$ cat src/interference_pkg.sv
// Constants, register map and state encodings for the interference detector
package interference_pkg;

    // Clock and timing
    localparam int CLK_PERIOD_NS   = 5;
    localparam int SAMPLE_TIME_MS  = 1000;
    localparam int SAMPLE_CYCLES   = SAMPLE_TIME_MS * 1_000_000 / CLK_PERIOD_NS;
    localparam int GATE_W          = 28;
    localparam logic [15:0] RESUME_DELAY_S = 16'h0014;
    localparam logic [15:0] RATE_MIN_PPS   = 16'h0002;
    localparam logic [3:0]  RESP_MAX       = 4'ha;

    // Register byte offsets
    localparam logic [7:0] CTRL_OFS       = 8'h00;
    localparam logic [7:0] WINDOW_OFS     = 8'h04;
    localparam logic [7:0] EMPTY_TIME_OFS = 8'h08;
    localparam logic [7:0] RESP_OFS       = 8'h0c;
    localparam logic [7:0] STATUS_OFS     = 8'h10;
    localparam logic [7:0] COUNTER_OFS    = 8'h14;
    localparam logic [7:0] RATE_HI_OFS    = 8'h18;
    localparam logic [7:0] RATE_LO_OFS    = 8'h1c;
    localparam logic [7:0] ALARM_CUR_OFS  = 8'h20;
    localparam logic [7:0] ERROR_OFS      = 8'h24;
    localparam logic [7:0] PEAK_TEMP_OFS  = 8'h28;
    localparam logic [7:0] RATE_OFS       = 8'h2c;

    // Control register fields
    localparam int CTRL_ENABLE_BIT = 0;
    localparam int CTRL_FAULT_BIT  = 1;
    localparam int CTRL_SLAVE_BIT  = 2;

    // Reset values
    localparam logic [15:0] WINDOW_RST     = 16'h0168;
    localparam logic [15:0] EMPTY_TIME_RST = 16'h003c;
    localparam logic [15:0] RATE_HI_RST    = 16'hffff;
    localparam logic [15:0] RATE_LO_RST    = 16'h0000;
    localparam logic [15:0] ALARM_CUR_RST  = 16'h0000;
    localparam logic signed [15:0] TEMP_RST = 16'sh8000;

    // Diagnostic codes
    localparam logic [15:0] CODE_NONE      = 16'h0000;
    localparam logic [15:0] CODE_OVERRUN   = 16'h0210;
    localparam logic [15:0] CODE_WARNING   = 16'h0211;
    localparam logic [15:0] CODE_ALARM     = 16'h0212;

    // Detection routine states
    typedef enum logic [2:0] {
        ST_IDLE   = 3'b001,
        ST_HOLD   = 3'b010,
        ST_SETTLE = 3'b100
    } det_state_t;

endpackage : interference_pkg

$ cat src/rate_if.sv
// Pulse-rate carrier between the rate meter and the detector core
`timescale 1ns/1ps
interface rate_if;
    logic        pulse_rise;
    logic [15:0] rate;
    logic        tick;

    modport meter (input pulse_rise, output rate, output tick);
    modport user  (output pulse_rise, input rate, input tick);
endinterface : rate_if

$ cat src/interference_detector.sv
// Interference detector core with AHB-Lite register slave
// Overview of operation
// RL1: Rate change too fast for a level change flags interference.
// RL2: Rate above highest plausible rate flags interference.
// RL3: Rate below two pulses per second flags interference.
// RL4: Detection freezes level, drops second relay, sets status.
// RL5: Criteria are evaluated only while the enable bit is one.
// RL6: Frozen level is held for the operator time window in seconds.
// RL7: Normal measurement resumes twenty seconds after the window.
// RL8: Emptying time judges whether a rate change is level-driven.
// RL9: Responsiveness defaults to zero, max ten, larger means fewer trips.
// RL10: Operator sets responsiveness near ten times wave height over range.
// RL11: Warning mode drops only the second relay.
// RL12: Alarm mode also drops alarm relay and forces alarm current.
// RL13: Status reads one while a routine runs; a write cancels it.
// RL14: Detected events are counted; a write clears the counter.
// RL15: In a cascade only the master acts on the interference relay.
// RL16: Highest detector temperature is held and readable.
// RL17: Operator keeps reference sensitivity between thirty and eighty percent.
// RL18: Conditions persisting at window end post the overrun code.
// RL19: Detection in warning mode posts the warning code.
// RL20: Detection in alarm mode posts the alarm code.
// RL21: Rate threshold comes from emptying time and responsiveness.
`timescale 1ns/1ps
module interference_detector
    import interference_pkg::*;
#(
    parameter int GATE_CYCLES = SAMPLE_CYCLES
) (
    // Clock and reset
    input  wire logic               core_clk,
    input  wire logic               reset_n,
    // AHB-Lite slave
    input  wire logic               hsel,
    input  wire logic [31:0]        haddr,
    input  wire logic [1:0]         htrans,
    input  wire logic               hwrite,
    input  wire logic [2:0]         hsize,
    input  wire logic [31:0]        hwdata,
    input  wire logic               hready,
    output logic [31:0]             hrdata,
    output logic                    hreadyout,
    output logic                    hresp,
    // Detector side
    input  wire logic               detector_pulse,
    input  wire logic signed [15:0] detector_temp,
    // Measurement path
    input  wire logic [15:0]        measured_level,
    input  wire logic [15:0]        measured_current,
    output logic [15:0]             displayed_level,
    output logic [15:0]             current_out,
    // Relays
    input  wire logic               limit_relay_demand,
    input  wire logic               alarm_relay_demand,
    output logic                    second_limit_relay,
    output logic                    alarm_relay
);
    logic        rst_sync1_reg, rst_n_reg;
    logic [2:0]  pin_sync_reg;
    logic        pulse_level_reg;
    det_state_t  state_reg;
    logic        ctrl_enable_reg, ctrl_fault_reg, ctrl_slave_reg;
    logic [15:0] hold_time_window_reg, vessel_empty_time_reg;
    logic [3:0]  responsiveness_factor_reg;
    logic [15:0] rate_hi_reg, rate_lo_reg, alarm_current_setting_reg;
    logic [15:0] detection_event_counter_reg, error_code_reg;
    logic signed [15:0] peak_detector_temperature_reg;
    logic [15:0] prev_rate_reg, sec_cnt_reg, displayed_level_reg;
    logic        prev_valid_reg;
    logic        wr_pend_reg;
    logic [7:0]  wr_addr_reg;
    logic [15:0] delta, span;
    logic [31:0] change_lhs, change_rhs;
    logic        crit_change, crit_high, crit_low, criteria, det_fire;
    logic        active, addr_phase, wr_commit, cancel_req, clear_cnt, clear_err;
    logic        sec_tick, window_end, settle_end;

    rate_if rif ();

    // Reset release through two flops
    always_ff @(posedge core_clk or negedge reset_n) begin
        if (!reset_n) begin
            rst_sync1_reg <= 1'b0;
            rst_n_reg     <= 1'b0;
        end else begin
            rst_sync1_reg <= 1'b1;
            rst_n_reg     <= rst_sync1_reg;
        end
    end

    // Detector pin: three flops, a change counts once flops two and three agree
    always_ff @(posedge core_clk or negedge rst_n_reg) begin
        if (!rst_n_reg) begin
            pin_sync_reg    <= '0;
            pulse_level_reg <= 1'b0;
        end else begin
            pin_sync_reg <= {pin_sync_reg[1:0], detector_pulse};
            if (pin_sync_reg[1] == pin_sync_reg[2]) begin
                pulse_level_reg <= pin_sync_reg[2];
            end
        end
    end

    assign rif.pulse_rise = (pin_sync_reg[1] == pin_sync_reg[2]) && pin_sync_reg[2] && !pulse_level_reg;

    rate_meter #(.GATE_CYCLES(GATE_CYCLES)) u_rate_meter (
        .core_clk (core_clk),
        .rst_n    (rst_n_reg),
        .rif      (rif.meter)
    );

    assign sec_tick = rif.tick;
    assign active   = (state_reg != ST_IDLE);

    // Plausibility checks on each fresh sample
    assign crit_high = (rif.rate > rate_hi_reg);  // [RL2]
    assign crit_low  = (rif.rate < RATE_MIN_PPS);  // [RL3]
    assign delta = (rif.rate >= prev_rate_reg) ? rif.rate - prev_rate_reg : prev_rate_reg - rif.rate;
    assign span  = (rate_hi_reg > rate_lo_reg) ? rate_hi_reg - rate_lo_reg : 16'h0000;
    // Level can move the rate by at most span per emptying time; cross-multiplied to avoid a divider
    assign change_lhs  = delta * vessel_empty_time_reg;  // [RL8]
    assign change_rhs  = span * {12'h000, responsiveness_factor_reg + 4'h1};  // [RL9] [RL21]
    assign crit_change = prev_valid_reg && (change_lhs > change_rhs);  // [RL1]
    assign criteria    = ctrl_enable_reg && (crit_change || crit_high || crit_low);  // [RL5]
    // Slave does not run its own routine; the master's parameters govern
    assign det_fire    = sec_tick && criteria && !ctrl_slave_reg && (state_reg == ST_IDLE);  // [RL15]

    assign window_end = sec_tick && (sec_cnt_reg + 16'h0001 >= hold_time_window_reg);
    assign settle_end = sec_tick && (sec_cnt_reg + 16'h0001 >= RESUME_DELAY_S);

    // Previous sample for the rate-of-change test
    always_ff @(posedge core_clk or negedge rst_n_reg) begin
        if (!rst_n_reg) begin
            prev_rate_reg  <= '0;
            prev_valid_reg <= 1'b0;
        end else if (sec_tick) begin
            prev_rate_reg  <= rif.rate;
            prev_valid_reg <= 1'b1;
        end
    end

    // Bus decode; zero wait states, always OKAY
    assign addr_phase = hsel && htrans[1] && hready;
    assign wr_commit  = wr_pend_reg && hready;
    assign cancel_req = wr_commit && (wr_addr_reg == STATUS_OFS);  // [RL13]
    assign clear_cnt  = wr_commit && (wr_addr_reg == COUNTER_OFS);  // [RL14]
    assign clear_err  = wr_commit && (wr_addr_reg == ERROR_OFS);
    assign hreadyout  = 1'b1;
    assign hresp      = 1'b0;

    always_ff @(posedge core_clk or negedge rst_n_reg) begin
        if (!rst_n_reg) begin
            wr_pend_reg <= 1'b0;
            wr_addr_reg <= '0;
        end else if (hready) begin
            wr_pend_reg <= addr_phase && hwrite;
            wr_addr_reg <= haddr[7:0];
        end
    end

    // Read data registered during the address phase; unmapped reads return zero
    always_ff @(posedge core_clk or negedge rst_n_reg) begin
        if (!rst_n_reg) begin
            hrdata <= '0;
        end else if (addr_phase && !hwrite) begin
            unique case (haddr[7:0])
                CTRL_OFS:       hrdata <= {29'h0000_0000, ctrl_slave_reg, ctrl_fault_reg, ctrl_enable_reg};
                WINDOW_OFS:     hrdata <= {16'h0000, hold_time_window_reg};
                EMPTY_TIME_OFS: hrdata <= {16'h0000, vessel_empty_time_reg};
                RESP_OFS:       hrdata <= {28'h000_0000, responsiveness_factor_reg};
                STATUS_OFS:     hrdata <= {31'h0000_0000, active};  // [RL13]
                COUNTER_OFS:    hrdata <= {16'h0000, detection_event_counter_reg};
                RATE_HI_OFS:    hrdata <= {16'h0000, rate_hi_reg};
                RATE_LO_OFS:    hrdata <= {16'h0000, rate_lo_reg};
                ALARM_CUR_OFS:  hrdata <= {16'h0000, alarm_current_setting_reg};
                ERROR_OFS:      hrdata <= {16'h0000, error_code_reg};
                PEAK_TEMP_OFS:  hrdata <= {16'h0000, peak_detector_temperature_reg};
                RATE_OFS:       hrdata <= {16'h0000, rif.rate};
                default:        hrdata <= '0;
            endcase
        end
    end

    // Software-written parameters
    always_ff @(posedge core_clk or negedge rst_n_reg) begin
        if (!rst_n_reg) begin
            ctrl_enable_reg           <= 1'b0;
            ctrl_fault_reg            <= 1'b0;
            ctrl_slave_reg            <= 1'b0;
            hold_time_window_reg      <= WINDOW_RST;
            vessel_empty_time_reg     <= EMPTY_TIME_RST;
            responsiveness_factor_reg <= '0;  // [RL9]
            rate_hi_reg               <= RATE_HI_RST;
            rate_lo_reg               <= RATE_LO_RST;
            alarm_current_setting_reg <= ALARM_CUR_RST;
        end else if (wr_commit) begin
            unique case (wr_addr_reg)
                CTRL_OFS: begin
                    ctrl_enable_reg <= hwdata[CTRL_ENABLE_BIT];  // [RL5]
                    ctrl_fault_reg  <= hwdata[CTRL_FAULT_BIT];
                    ctrl_slave_reg  <= hwdata[CTRL_SLAVE_BIT];
                end
                WINDOW_OFS:     hold_time_window_reg  <= hwdata[15:0];  // [RL6]
                EMPTY_TIME_OFS: vessel_empty_time_reg <= hwdata[15:0];  // [RL8]
                // Values above the permitted maximum are clamped
                RESP_OFS: responsiveness_factor_reg <= (hwdata[31:4] != '0 || hwdata[3:0] > RESP_MAX)
                                                       ? RESP_MAX : hwdata[3:0];  // [RL9]
                RATE_HI_OFS:    rate_hi_reg               <= hwdata[15:0];
                RATE_LO_OFS:    rate_lo_reg               <= hwdata[15:0];
                ALARM_CUR_OFS:  alarm_current_setting_reg <= hwdata[15:0];
                default: begin
                end
            endcase
        end
    end

    // Detection routine: hold for the window, then settle twenty seconds
    always_ff @(posedge core_clk or negedge rst_n_reg) begin
        if (!rst_n_reg) begin
            state_reg   <= ST_IDLE;
            sec_cnt_reg <= '0;
        end else if (cancel_req && active) begin
            state_reg   <= ST_IDLE;  // [RL13]
            sec_cnt_reg <= '0;
        end else begin
            unique case (state_reg)
                ST_IDLE: begin
                    sec_cnt_reg <= '0;
                    if (det_fire) begin
                        state_reg <= ST_HOLD;  // [RL4]
                    end
                end
                ST_HOLD: begin
                    if (window_end) begin
                        state_reg   <= ST_SETTLE;  // [RL6]
                        sec_cnt_reg <= '0;
                    end else if (sec_tick) begin
                        sec_cnt_reg <= sec_cnt_reg + 16'h0001;
                    end
                end
                ST_SETTLE: begin
                    if (settle_end) begin
                        state_reg   <= ST_IDLE;  // [RL7]
                        sec_cnt_reg <= '0;
                    end else if (sec_tick) begin
                        sec_cnt_reg <= sec_cnt_reg + 16'h0001;
                    end
                end
            endcase
        end
    end

    // Event counter; a detection in the clearing cycle still counts
    always_ff @(posedge core_clk or negedge rst_n_reg) begin
        if (!rst_n_reg) begin
            detection_event_counter_reg <= '0;
        end else if (det_fire) begin
            detection_event_counter_reg <= clear_cnt ? 16'h0001 : detection_event_counter_reg + 16'h0001;  // [RL14]
        end else if (clear_cnt) begin
            detection_event_counter_reg <= '0;  // [RL14]
        end
    end

    // Diagnostic code; new code wins over a clear in the same cycle
    always_ff @(posedge core_clk or negedge rst_n_reg) begin
        if (!rst_n_reg) begin
            error_code_reg <= CODE_NONE;
        end else if (det_fire) begin
            error_code_reg <= ctrl_fault_reg ? CODE_ALARM : CODE_WARNING;  // [RL19] [RL20]
        end else if (state_reg == ST_HOLD && window_end && criteria) begin
            error_code_reg <= CODE_OVERRUN;  // [RL18]
        end else if (clear_err) begin
            error_code_reg <= CODE_NONE;
        end
    end

    // Peak temperature hold
    always_ff @(posedge core_clk or negedge rst_n_reg) begin
        if (!rst_n_reg) begin
            peak_detector_temperature_reg <= TEMP_RST;
        end else if (detector_temp > peak_detector_temperature_reg) begin
            peak_detector_temperature_reg <= detector_temp;  // [RL16]
        end
    end

    // Displayed level frozen while a routine runs, including the settle time
    always_ff @(posedge core_clk or negedge rst_n_reg) begin
        if (!rst_n_reg) begin
            displayed_level_reg <= '0;
        end else if (!active && !det_fire) begin
            displayed_level_reg <= measured_level;  // [RL4] [RL6]
        end
    end

    assign displayed_level = displayed_level_reg;

    // Relay and current outputs, registered; relays are high when energised
    always_ff @(posedge core_clk or negedge rst_n_reg) begin
        if (!rst_n_reg) begin
            second_limit_relay <= 1'b0;
            alarm_relay        <= 1'b0;
            current_out        <= '0;
        end else begin
            second_limit_relay <= limit_relay_demand && !(active && !ctrl_slave_reg);  // [RL4] [RL15]
            alarm_relay        <= alarm_relay_demand && !(active && ctrl_fault_reg);  // [RL11] [RL12]
            current_out        <= (active && ctrl_fault_reg) ? alarm_current_setting_reg
                                                             : measured_current;  // [RL11] [RL12]
        end
    end

    // Checks
    property p_fire_starts;
        @(posedge core_clk) disable iff (!rst_n_reg)
        det_fire && !cancel_req |=> state_reg == ST_HOLD;
    endproperty
    fire_starts_a: assert property (p_fire_starts) else $error("detection did not start hold");  // [RL4]

    disabled_quiet_a: assert property (@(posedge core_clk) disable iff (!rst_n_reg)
        !ctrl_enable_reg |-> !det_fire) else $error("detection while disabled");  // [RL5]

    low_rate_a: assert property (@(posedge core_clk) disable iff (!rst_n_reg)
        sec_tick && ctrl_enable_reg && !ctrl_slave_reg && state_reg == ST_IDLE && rif.rate < RATE_MIN_PPS
        |-> ##1 active ##1 second_limit_relay == 1'b0) else $error("low rate not flagged");  // [RL3]

    high_rate_a: assert property (@(posedge core_clk) disable iff (!rst_n_reg)
        sec_tick && ctrl_enable_reg && !ctrl_slave_reg && state_reg == ST_IDLE && rif.rate > rate_hi_reg
        |=> active) else $error("high rate not flagged");  // [RL2]

    freeze_level_a: assert property (@(posedge core_clk) disable iff (!rst_n_reg)
        active && $past(active) |-> $stable(displayed_level)) else $error("level moved while held");  // [RL6]

    warn_mode_a: assert property (@(posedge core_clk) disable iff (!rst_n_reg)
        active && !ctrl_fault_reg && $stable(ctrl_fault_reg) |=> alarm_relay == $past(alarm_relay_demand)
        && current_out == $past(measured_current)) else $error("warning mode touched alarm path");  // [RL11]

    alarm_mode_a: assert property (@(posedge core_clk) disable iff (!rst_n_reg)
        active && ctrl_fault_reg |=> !alarm_relay && current_out == $past(alarm_current_setting_reg))
        else $error("alarm mode outputs wrong");  // [RL12]

    count_up_a: assert property (@(posedge core_clk) disable iff (!rst_n_reg)
        det_fire && !clear_cnt |=> detection_event_counter_reg == $past(detection_event_counter_reg) + 16'h0001)
        else $error("event not counted");  // [RL14]

    cancel_now_a: assert property (@(posedge core_clk) disable iff (!rst_n_reg)
        cancel_req && active |=> state_reg == ST_IDLE) else $error("cancel ignored");  // [RL13]

    settle_twenty_a: assert property (@(posedge core_clk) disable iff (!rst_n_reg)
        state_reg == ST_HOLD && window_end && !cancel_req |=> state_reg == ST_SETTLE && sec_cnt_reg == 16'h0000)
        else $error("settle period not started");  // [RL7]

    warn_code_a: assert property (@(posedge core_clk) disable iff (!rst_n_reg)
        det_fire |=> error_code_reg == ($past(ctrl_fault_reg) ? CODE_ALARM : CODE_WARNING))
        else $error("wrong detection code");  // [RL19] [RL20]

    peak_hold_a: assert property (@(posedge core_clk) disable iff (!rst_n_reg)
        detector_temp > peak_detector_temperature_reg |=> peak_detector_temperature_reg == $past(detector_temp))
        else $error("peak temperature not captured");  // [RL16]

    cover_fire_c:    cover property (@(posedge core_clk) disable iff (!rst_n_reg) det_fire);
    cover_resume_c:  cover property (@(posedge core_clk) disable iff (!rst_n_reg)
        state_reg == ST_SETTLE ##1 state_reg == ST_IDLE);
    cover_overrun_c: cover property (@(posedge core_clk) disable iff (!rst_n_reg)
        state_reg == ST_HOLD && window_end && criteria);
    cover_cancel_c:  cover property (@(posedge core_clk) disable iff (!rst_n_reg) cancel_req && active);
endmodule : interference_detector

$ cat src/rate_meter.sv
// Gated pulse counter producing one rate sample per gate interval
`timescale 1ns/1ps
module rate_meter
    import interference_pkg::*;
#(
    parameter int GATE_CYCLES = SAMPLE_CYCLES
) (
    // Clock and reset
    input  wire logic   core_clk,
    input  wire logic   rst_n,
    // Rate carrier
    rate_if.meter       rif
);
    logic [GATE_W-1:0] gate_reg;
    logic [15:0]       acc_reg;
    logic              gate_end;

    assign gate_end = (gate_reg == GATE_W'(GATE_CYCLES - 1));

    // Gate timer
    always_ff @(posedge core_clk or negedge rst_n) begin
        if (!rst_n) begin
            gate_reg <= '0;
        end else begin
            gate_reg <= gate_end ? '0 : gate_reg + 1'b1;
        end
    end

    // Pulse accumulator, saturates rather than wrapping
    always_ff @(posedge core_clk or negedge rst_n) begin
        if (!rst_n) begin
            acc_reg <= '0;
        end else if (gate_end) begin
            acc_reg <= {15'h0000, rif.pulse_rise};
        end else if (rif.pulse_rise && acc_reg != 16'hffff) begin
            acc_reg <= acc_reg + 16'h0001;
        end
    end

    // Rate sample and tick, both registered
    always_ff @(posedge core_clk or negedge rst_n) begin
        if (!rst_n) begin
            rif.rate <= '0;
            rif.tick <= 1'b0;
        end else begin
            rif.tick <= gate_end;
            if (gate_end) begin
                rif.rate <= acc_reg;
            end
        end
    end
endmodule : rate_meter
$ cat config.mk
export PLATFORM = sky130hd
export DESIGN_NAME = interference_detector
export DESIGN_NICKNAME = d
export VERILOG_FILES = /design/src/interference_pkg.sv /design/src/rate_if.sv /design/src/interference_detector.sv /design/src/rate_meter.sv
export SDC_FILE = /design/constraint.sdc
export NUM_CORES = 1
export LEC_CHECK = 0
export BUFFER_PORTS_ARGS = -buffer_cell sky130_fd_sc_hd__buf_2
export CORE_MARGIN = 1
export CORE_UTILIZATION = 42
export DETAILED_ROUTE_END_ITERATION = 8
export GPL_ROUTABILITY_DRIVEN = 0
export GPL_TIMING_DRIVEN = 0
export SETUP_SLACK_MARGIN = 0.1
export SYNTH_ARGS = -nofsm -noshare
export SYNTH_HDL_FRONTEND = slang
export SYNTH_HIERARCHICAL = 1
export SYNTH_SLANG_ARGS = --single-unit
export TNS_END_PERCENT = 1
$ cat constraint.sdc
create_clock -name core_clk -period 10.1 [get_ports core_clk]
set_input_delay 1.515 -clock core_clk [delete_from_list [all_inputs] [get_ports core_clk]]
set_output_delay 1.515 -clock core_clk [all_outputs]
set_load 0.01 [all_outputs]
==> flow_summary.rst, run 1 <==
.. list-table::
   :header-rows: 1

   * - Metric
     - Value
   * - Result of the run
     - finished with violations
   * - Failing checks
     - setup timing
   * - Wire length per cell
     - 19.5 um
   * - Worst setup slack for register-to-register paths
     - -1.39 ns
   * - Cell area after technology mapping
     - 0.0280 mm^2
   * - Worst Slack Setup Final
     - -1.39 ns
   * - IR Drop Worst-Case VDD
     - 0.000141 V
   * - Clock tree from TritonCTS
     - yes
   * - Total Power
     - 2.90 mW
   * - Metal3 WL
     - 4.35 mm
   * - Drt pass-1 iters
     - 5
   * - Ratio of final minimum period to clock period
     - 114%
   * - Yosys reg bits
     - 284
   * - Clk_lat worst skew
     - 0.58 ns
   * - Row count
     - 94
   * - Die Width
     - 260 um
   * - Clock transition time at the flip-flop clock pins of the worst setup and hold paths
     - 0.06 ns
   * - Root Buffer
     - sky130_fd_sc_hd__clkbuf_16
   * - Maximum single-stage delay on the critical path
     - 0.58 ns
   * - Sequential cell area
     - 0.00715 mm^2
   * - Cell mode on critical path
     - sky130_fd_sc_hd__fa_1
   * - Wire length on met1
     - 35.5 mm
   * - Starting density of the core
     - 42.5%
   * - Pin count of the biggest net entering global routing
     - 69
   * - CP Capture Type
     - flip-flop
   * - Register area share after synthesis
     - 25.5%
   * - Number of distinct standard cells referenced by the synthesized netlist
     - 86
   * - DP Worst Slack
     - -2.90 ns
   * - Worst clock skew
     - 0.0166 ns
   * - Die H
     - 260 um
   * - Clock sink count
     - 284
   * - Worst flop-to-flop path endpoint
     - displayed_level[12]
   * - Worst Path Required
     - 10.56 ns
   * - Critical Path Source Type
     - flip-flop
   * - H-tree lvl count
     - 1
   * - Total I/O pin count
     - 193
   * - Grt total ovfl
     - 0
   * - Number of violations of the max-capacitance limit
     - 0
   * - Number of antenna violations at the first check in global routing
     - 0
   * - R2r worst-path depth
     - 45
   * - Number of pins with negative max-slew slack in the final report
     - 0
   * - Most instantiated flip-flop cell in the synthesis netlist
     - sky130_fd_sc_hd__dfrtp_1
   * - Launch point of the worst reg-to-reg path
     - u_rate_meter/rif.rate[0]
   * - Nets
     - 3841
   * - Maximum achievable frequency
     - 0.0870 GHz
   * - Multi-input logic area
     - 0.0192 mm^2
   * - Final Instance Area
     - 0.0318 mm^2
   * - Met2 wirelength from detailed routing
     - 37.3 mm
   * - Overall die area
     - 0.0676 mm^2
   * - CP max stage cell
     - sky130_fd_sc_hd__fa_1
   * - Avg Inst Size Synth
     - 9.25 um^2
   * - Number of global-route vias before repair
     - 22300
   * - Placed cell areas
     - 0.0302 mm^2
   * - Synthesis warning total
     - 6
   * - Highest routed metal layer
     - met4
   * - Count of final setup violators
     - 37
   * - FILL cells
     - 6355
   * - All-Layer GR Usage
     - 23.9%
   * - Count of port buffers added during placement
     - 145
   * - Setup repair after global routing missed its margin
     - true
   * - Critical path arrival
     - 11.96 ns
   * - Count of flip-flops with a built-in enable after synthesis
     - 0
   * - Asr flop ratio synth
     - 100%
   * - Area growth from synthesis to final layout
     - 13.5%
   * - Gate Count Post-Synth
     - 3024
   * - Post-route setup TNS
     - -41.08 ns
   * - Final Hold Fails
     - 0
   * - Largest fanout on the critical path
     - 10
   * - CTS buffer count
     - 30
   * - Fraction of final layout cells sized beyond drive strength 1
     - 16.6%
   * - Antenna violation net count after detailed routing
     - 0
   * - Wire length of the first global-routing pass
     - 127 mm
   * - Max-Slew Margin vs Limit
     - 16.8%
   * - Number of buffers inserted for hold repair after clock tree synthesis
     - 0
   * - DR DRC count
     - 0
   * - Class of the tightest hold or removal check
     - flip-flop to async pin
   * - Final worst path period need
     - 11.49 ns
   * - Power per cell area
     - 91.3 mW/mm^2
   * - Flip-flop count of the largest register after layout
     - 28
   * - Via density
     - 5.47
   * - Slew of the pin with the lowest slew margin
     - 1.24 ns
   * - Critical path class
     - flip-flop to flip-flop
   * - Static Leak
     - 15.9 nW
   * - Dpl hpwl
     - 63.9 mm
   * - Antenna cell count
     - 0
   * - Maximum buffer depth of the clock tree
     - 3
   * - Utilization after layout
     - 48.2%
   * - DR vias
     - 22600
   * - Total length of routed wires
     - 80.3 mm
   * - Count of routing violations after the opening detailed-route iteration
     - 1537
   * - Core ar.
     - 0.0659 mm^2
[layout by cell type, fill, tap and decap left out, types with 17 or more instances in the layout]
cell	instances
sky130_fd_sc_hd__xnor2_1	50
sky130_fd_sc_hd__a21oi_1	85
sky130_fd_sc_hd__inv_1	397
sky130_fd_sc_hd__dfrtp_1	252
sky130_fd_sc_hd__clkbuf_16	30
sky130_fd_sc_hd__a21o_1	56
sky130_fd_sc_hd__nand3_1	80
sky130_fd_sc_hd__nor4_1	28
sky130_fd_sc_hd__a211oi_1	19
sky130_fd_sc_hd__a22oi_1	34
sky130_fd_sc_hd__nand4_1	43
sky130_fd_sc_hd__nor2_1	148
sky130_fd_sc_hd__and2_1	119
sky130_fd_sc_hd__ha_1	244
sky130_fd_sc_hd__conb_1	19
sky130_fd_sc_hd__dfstp_2	26
sky130_fd_sc_hd__fa_1	219
sky130_fd_sc_hd__o21ai_0	103
sky130_fd_sc_hd__mux2_2	134
sky130_fd_sc_hd__xor2_1	56
sky130_fd_sc_hd__o21a_1	22
sky130_fd_sc_hd__nor2b_1	27
sky130_fd_sc_hd__buf_4	45
sky130_fd_sc_hd__mux2i_1	26
sky130_fd_sc_hd__buf_2	147
sky130_fd_sc_hd__a31oi_1	28
sky130_fd_sc_hd__a221oi_1	17
sky130_fd_sc_hd__nand2b_1	38
sky130_fd_sc_hd__clkbuf_1	79
sky130_fd_sc_hd__clkbuf_8	17
sky130_fd_sc_hd__nor3_1	32
sky130_fd_sc_hd__nand2_1	301
sky130_fd_sc_hd__and3_1	41
[cell usage after synthesis, types with 7 or more instances]
cell	n	share of area [%]
sky130_fd_sc_hd__inv_1	399	5.4
sky130_fd_sc_hd__nand2_1	307	4.1
sky130_fd_sc_hd__dfrtp_1	258	23
sky130_fd_sc_hd__ha_1	250	11
sky130_fd_sc_hd__fa_1	225	16
sky130_fd_sc_hd__nor2_1	149	2.0
sky130_fd_sc_hd__mux2_2	135	5.4
sky130_fd_sc_hd__and2_1	119	2.7
sky130_fd_sc_hd__o21ai_0	108	1.9
sky130_fd_sc_hd__clkbuf_1	99	1.3
sky130_fd_sc_hd__a21oi_1	91	1.6
sky130_fd_sc_hd__nand3_1	80	1.4
sky130_fd_sc_hd__xor2_1	59	1.8
sky130_fd_sc_hd__xnor2_1	58	1.8
sky130_fd_sc_hd__a21o_1	56	1.5
sky130_fd_sc_hd__nand4_1	43	0.96
sky130_fd_sc_hd__and3_1	42	0.94
sky130_fd_sc_hd__nand2b_1	38	0.85
sky130_fd_sc_hd__a22oi_1	35	0.94
sky130_fd_sc_hd__nor3_1	35	0.63
sky130_fd_sc_hd__mux2i_1	32	1.1
sky130_fd_sc_hd__nor4_1	29	0.65
sky130_fd_sc_hd__a31oi_1	28	0.63
sky130_fd_sc_hd__nor2b_1	27	0.60
sky130_fd_sc_hd__dfstp_2	26	2.4
sky130_fd_sc_hd__buf_4	24	0.64
sky130_fd_sc_hd__o21a_1	22	0.59
sky130_fd_sc_hd__a211oi_1	21	0.56
sky130_fd_sc_hd__a221oi_1	18	0.56
sky130_fd_sc_hd__a22o_1	16	0.50
sky130_fd_sc_hd__or3_1	16	0.36
sky130_fd_sc_hd__a211o_1	11	0.34
sky130_fd_sc_hd__a21boi_0	9	0.24
sky130_fd_sc_hd__and4_1	9	0.28
sky130_fd_sc_hd__mux2_1	9	0.36
sky130_fd_sc_hd__nand3b_1	8	0.21
sky130_fd_sc_hd__o21bai_1	8	0.21
sky130_fd_sc_hd__or2_2	8	0.18
sky130_fd_sc_hd__o31ai_1	7	0.19
[where the power goes]
part           switching (mW)  total (mW)  internal, mW
sequential             0.0824        1.29          1.20
clock                   0.477        1.14         0.663
combinational           0.263       0.475         0.212
[worst max-delay path by stage]
stage / cells after the start / from / slack (ns) / endpoint
4_1_cts: 46 / u_rate_meter/rif.rate[0] / -1.40 / displayed_level[12]
3_3_place_gp: 44 / u_rate_meter/rif.rate[0] / -3.01 / displayed_level[14]
2_1_floorplan: 45 / u_rate_meter/rif.rate[0] / -0.20 / displayed_level[10]
3_5_place_dp: 44 / u_rate_meter/rif.rate[0] / -2.90 / displayed_level[10]
6_report: 45 / u_rate_meter/rif.rate[0] / -1.39 / displayed_level[12]
5_1_grt: 46 / u_rate_meter/rif.rate[0] / -1.89 / displayed_level[15]
[critical path: cells and delay by family (launching register included)]
family,cells,cell delay (ns)
simple gates,9,1.85
buf+inv,10,1.34
compound gates,12,2.60
fa+ha+maj,10,4.03
mux,2,0.64
xor+xnor,2,0.48
flops,1,0.42
[routing by layer]
metal	GRT usage (%)	vias up
li1	-	10600
met1	32.8	11200
met2	39.0	672
met3	2.82	147
met4	8.20	0
met5	0	-
[what timing repair did]
item                       CTS  global route
gates resized for setup     76            18
pin swaps                   21             6
buffers inserted            18             3
setup endpoints to repair   37            37
[logic make-up after synthesis]
family / after synthesis / synth area share [%]
DFF: 284 / 25.5
adders and majority gates: 475 / 27.3
AOI/OAI and AO/OA: 494 / 11.9
xor gates and xnor gates: 117 / 3.66
muxes: 176 / 6.94
other: 2 / 0.0268
buffers and inverters: 536 / 7.68
and+or+nand+nor: 940 / 17.0
[layout make-up]
class                      count  area share, %
multi-input combinational   2221           60.5
sequential                   284           22.5
inverter                     399           4.72
tap                          864           3.40
timing repair buffer         171           3.20
clock buffer                  43           2.80
buffer                       134           2.49
clock inverter                13          0.426
[through the flow]
| stage | cells | hold WS, ns |
|---|---|---|
| detailed placement | 4054 | 0.298 |
| global route | 4129 | 0.330 |
| finish | 4129 | 0.283 |
| global placement | 4050 | 0.336 |
| floorplan | 3041 | 0.331 |
| CTS | 4126 | 0.305 |
(Power assumes the default switching activity.)
==> run 2, diff against run 1 <==
PLACE_DENSITY = 0.66   (was not set)
==> flow_summary.rst, run 2 (synthesized netlist as in run 1, its figures left out) <==
.. list-table::
   :header-rows: 1

   * - Metric
     - Value
   * - All-Layer GR Usage
     - 23.3%
   * - Antenna violation net count after detailed routing
     - 0
   * - Wire length per cell
     - 19.2 um
   * - Count of final setup violators
     - 37
   * - Result of the run
     - finished with violations
   * - Max-Slew Margin vs Limit
     - 10.9%
   * - Slew of the pin with the lowest slew margin
     - 1.32 ns
   * - Total length of routed wires
     - 79.1 mm
   * - Total I/O pin count
     - 193
   * - Highest-count cells in the layout ignoring fill and taps
     - 397 x sky130_fd_sc_hd__inv_1, 302 x sky130_fd_sc_hd__nand2_1, 254 x sky130_fd_sc_hd__dfrtp_1
   * - FILL cells
     - 6295
   * - Number of buffers inserted for hold repair after clock tree synthesis
     - 0
   * - R2r worst-path depth
     - 46
   * - DR DRC count
     - 0
   * - H-tree lvl count
     - 1
   * - Maximum single-stage delay on the critical path
     - 0.54 ns
   * - Core ar.
     - 0.0659 mm^2
   * - CP max stage cell
     - sky130_fd_sc_hd__fa_1
   * - Clock transition time at the flip-flop clock pins of the worst setup and hold paths
     - 0.07 ns
   * - Worst setup slack for register-to-register paths
     - -1.17 ns
   * - Static Leak
     - 15.9 nW
   * - Worst clock skew
     - 0.0229 ns
   * - Launch point of the worst reg-to-reg path
     - u_rate_meter/rif.rate[0]
   * - Maximum buffer depth of the clock tree
     - 3
   * - Nets
     - 3841
   * - Starting density of the core
     - 42.5%
   * - Critical path class
     - flip-flop to flip-flop
   * - Fraction of final layout cells sized beyond drive strength 1
     - 16.4%
   * - Worst Path Required
     - 10.56 ns
   * - Row count
     - 94
   * - Number of pins with negative max-slew slack in the final report
     - 0
   * - Ratio of final minimum period to clock period
     - 112%
   * - Class of the tightest hold or removal check
     - flip-flop to flip-flop
   * - Maximum achievable frequency
     - 0.0887 GHz
   * - Dpl hpwl
     - 62.6 mm
   * - Setup repair after global routing missed its margin
     - true
   * - CTS buffer count
     - 29
   * - Utilization after layout
     - 48.1%
   * - Multi-input logic area
     - 0.0191 mm^2
   * - Number of cells on the worst hold path
     - 0
   * - Power per cell area
     - 90.0 mW/mm^2
   * - Final worst path period need
     - 11.27 ns
   * - CP Capture Type
     - flip-flop
   * - IR Drop Worst-Case VDD
     - 0.000141 V
   * - Count of port buffers added during placement
     - 145
   * - Drt pass-1 iters
     - 6
   * - Largest fanout on the critical path
     - 10
   * - Area growth from synthesis to final layout
     - 13.3%
   * - Min-delay src
     - pin_sync_reg[0]
   * - Clk_lat worst skew
     - 0.57 ns
   * - DR vias
     - 22800
   * - Die Width
     - 260 um
   * - Number of global-route vias before repair
     - 22400
   * - Cell mode on critical path
     - sky130_fd_sc_hd__fa_1
   * - Critical path arrival
     - 11.73 ns
   * - Overall die area
     - 0.0676 mm^2
   * - Worst flop-to-flop path endpoint
     - displayed_level[9]
   * - Grt total ovfl
     - 0
   * - Clock sink count
     - 284
   * - Die H
     - 260 um
   * - Worst Slack Setup Final
     - -1.17 ns
   * - Worst Hold Endpoint
     - pin_sync_reg[1]
   * - Failing checks
     - setup timing
   * - Clock tree from TritonCTS
     - yes
   * - Count of routing violations after the opening detailed-route iteration
     - 1856
   * - Root Buffer
     - sky130_fd_sc_hd__clkbuf_16
   * - Sequential cell area
     - 0.00715 mm^2
   * - Worst slack on hold paths
     - 0.348 ns
   * - Wire length of the first global-routing pass
     - 124 mm
   * - Flip-flop count of the largest register after layout
     - 28
   * - Number of antenna violations at the first check in global routing
     - 4
   * - Number of violations of the max-capacitance limit
     - 0
   * - Final Hold Fails
     - 0
   * - Commonest non-fill, non-tap cell in the layout
     - sky130_fd_sc_hd__inv_1
   * - Pin count of the biggest net entering global routing
     - 66
   * - Via density
     - 5.53
   * - Critical Path Source Type
     - flip-flop
## run 2: cell types whose count changed in the layout (fill, tap and decap cells not counted), moves of 2 or more
cell                       delta
sky130_fd_sc_hd__diode_2      +2
sky130_fd_sc_hd__buf_6        +4
sky130_fd_sc_hd__clkbuf_2     -4
sky130_fd_sc_hd__dfrtp_2      -2
sky130_fd_sc_hd__mux2i_4      -2
sky130_fd_sc_hd__clkbuf_1     +3
sky130_fd_sc_hd__a21oi_4      -2
sky130_fd_sc_hd__ha_4         -2
sky130_fd_sc_hd__dfrtp_1      +2
sky130_fd_sc_hd__clkbuf_8     -4
## run 2: how the worst max path moves through the flow
stage                                   from                   to  cells past startpoint
floorplan           u_rate_meter/rif.rate[0]  displayed_level[10]                     45
global placement    u_rate_meter/rif.rate[0]  displayed_level[10]                     44
detailed placement  u_rate_meter/rif.rate[0]   displayed_level[9]                     44
CTS                 u_rate_meter/rif.rate[0]   displayed_level[9]                     46
global route        u_rate_meter/rif.rate[0]   displayed_level[9]                     46
finish              u_rate_meter/rif.rate[0]   displayed_level[9]                     46
## run 2: per-layer routing
layer | global-route usage [%] | vias to the layer above | share of wire [%]
li1 | - | 10600 | -
met1 | 31.3 | 11200 | 43
met2 | 37.9 | 838 | 46
met3 | 3.25 | 179 | 6.8
met4 | 8.95 | 2 | 4.2
met5 | 0 | - | 0.016
## run 2: cell type report
cell class,count,area share (%)
timing repair buffer,173,3.30
antenna,2,0.0158
sequential,284,22.5
multi-input combinational,2221,60.4
clock buffer,40,2.58
inverter,399,4.73
clock inverter,14,0.509
buffer,133,2.53
tap,864,3.41
## run 2: power breakdown
group | switching, mW | total, mW | internal [mW]
logic | 0.251 | 0.462 | 0.211
clock network | 0.464 | 1.11 | 0.643
registers | 0.0806 | 1.28 | 1.20
## run 2: metrics by stage
stage | std cells | power, mW | instance area (um^2) | worst slack (ns) | TNS, ns
floorplan | 3041 | 1.60 | 28200 | -0.196 | -2.52
global placement | 4050 | 1.75 | 30000 | -2.43 | -533.24
detailed placement | 4054 | 1.77 | 30200 | -2.47 | -83.59
CTS | 4129 | 2.87 | 31600 | -1.11 | -33.91
global route | 4129 | 2.97 | 31700 | -1.62 | -52.78
finish | 4130 | 2.85 | 31700 | -1.17 | -36.18
## run 2: repair_timing
| action | CTS | global route |
|---|---|---|
| pin swaps | 17 | 5 |
| resized for setup | 68 | 21 |
| buffers inserted | 23 | 1 |
| gates cloned | 0 | 0 |
| setup endpoints to repair | 37 | 37 |
## run 2: worst max-delay path, delay by kind of cell (launching register included)
family / cells / cell delay [ns]
adder cells (fa/ha/maj): 10 / 4.16
AND/OR/NAND/NOR: 11 / 2.60
AO/OA/AOI/OAI: 11 / 2.11
buffers and inverters: 11 / 1.16
multiplexers: 2 / 0.55
flip-flops: 1 / 0.42
XOR/XNOR: 1 / 0.11
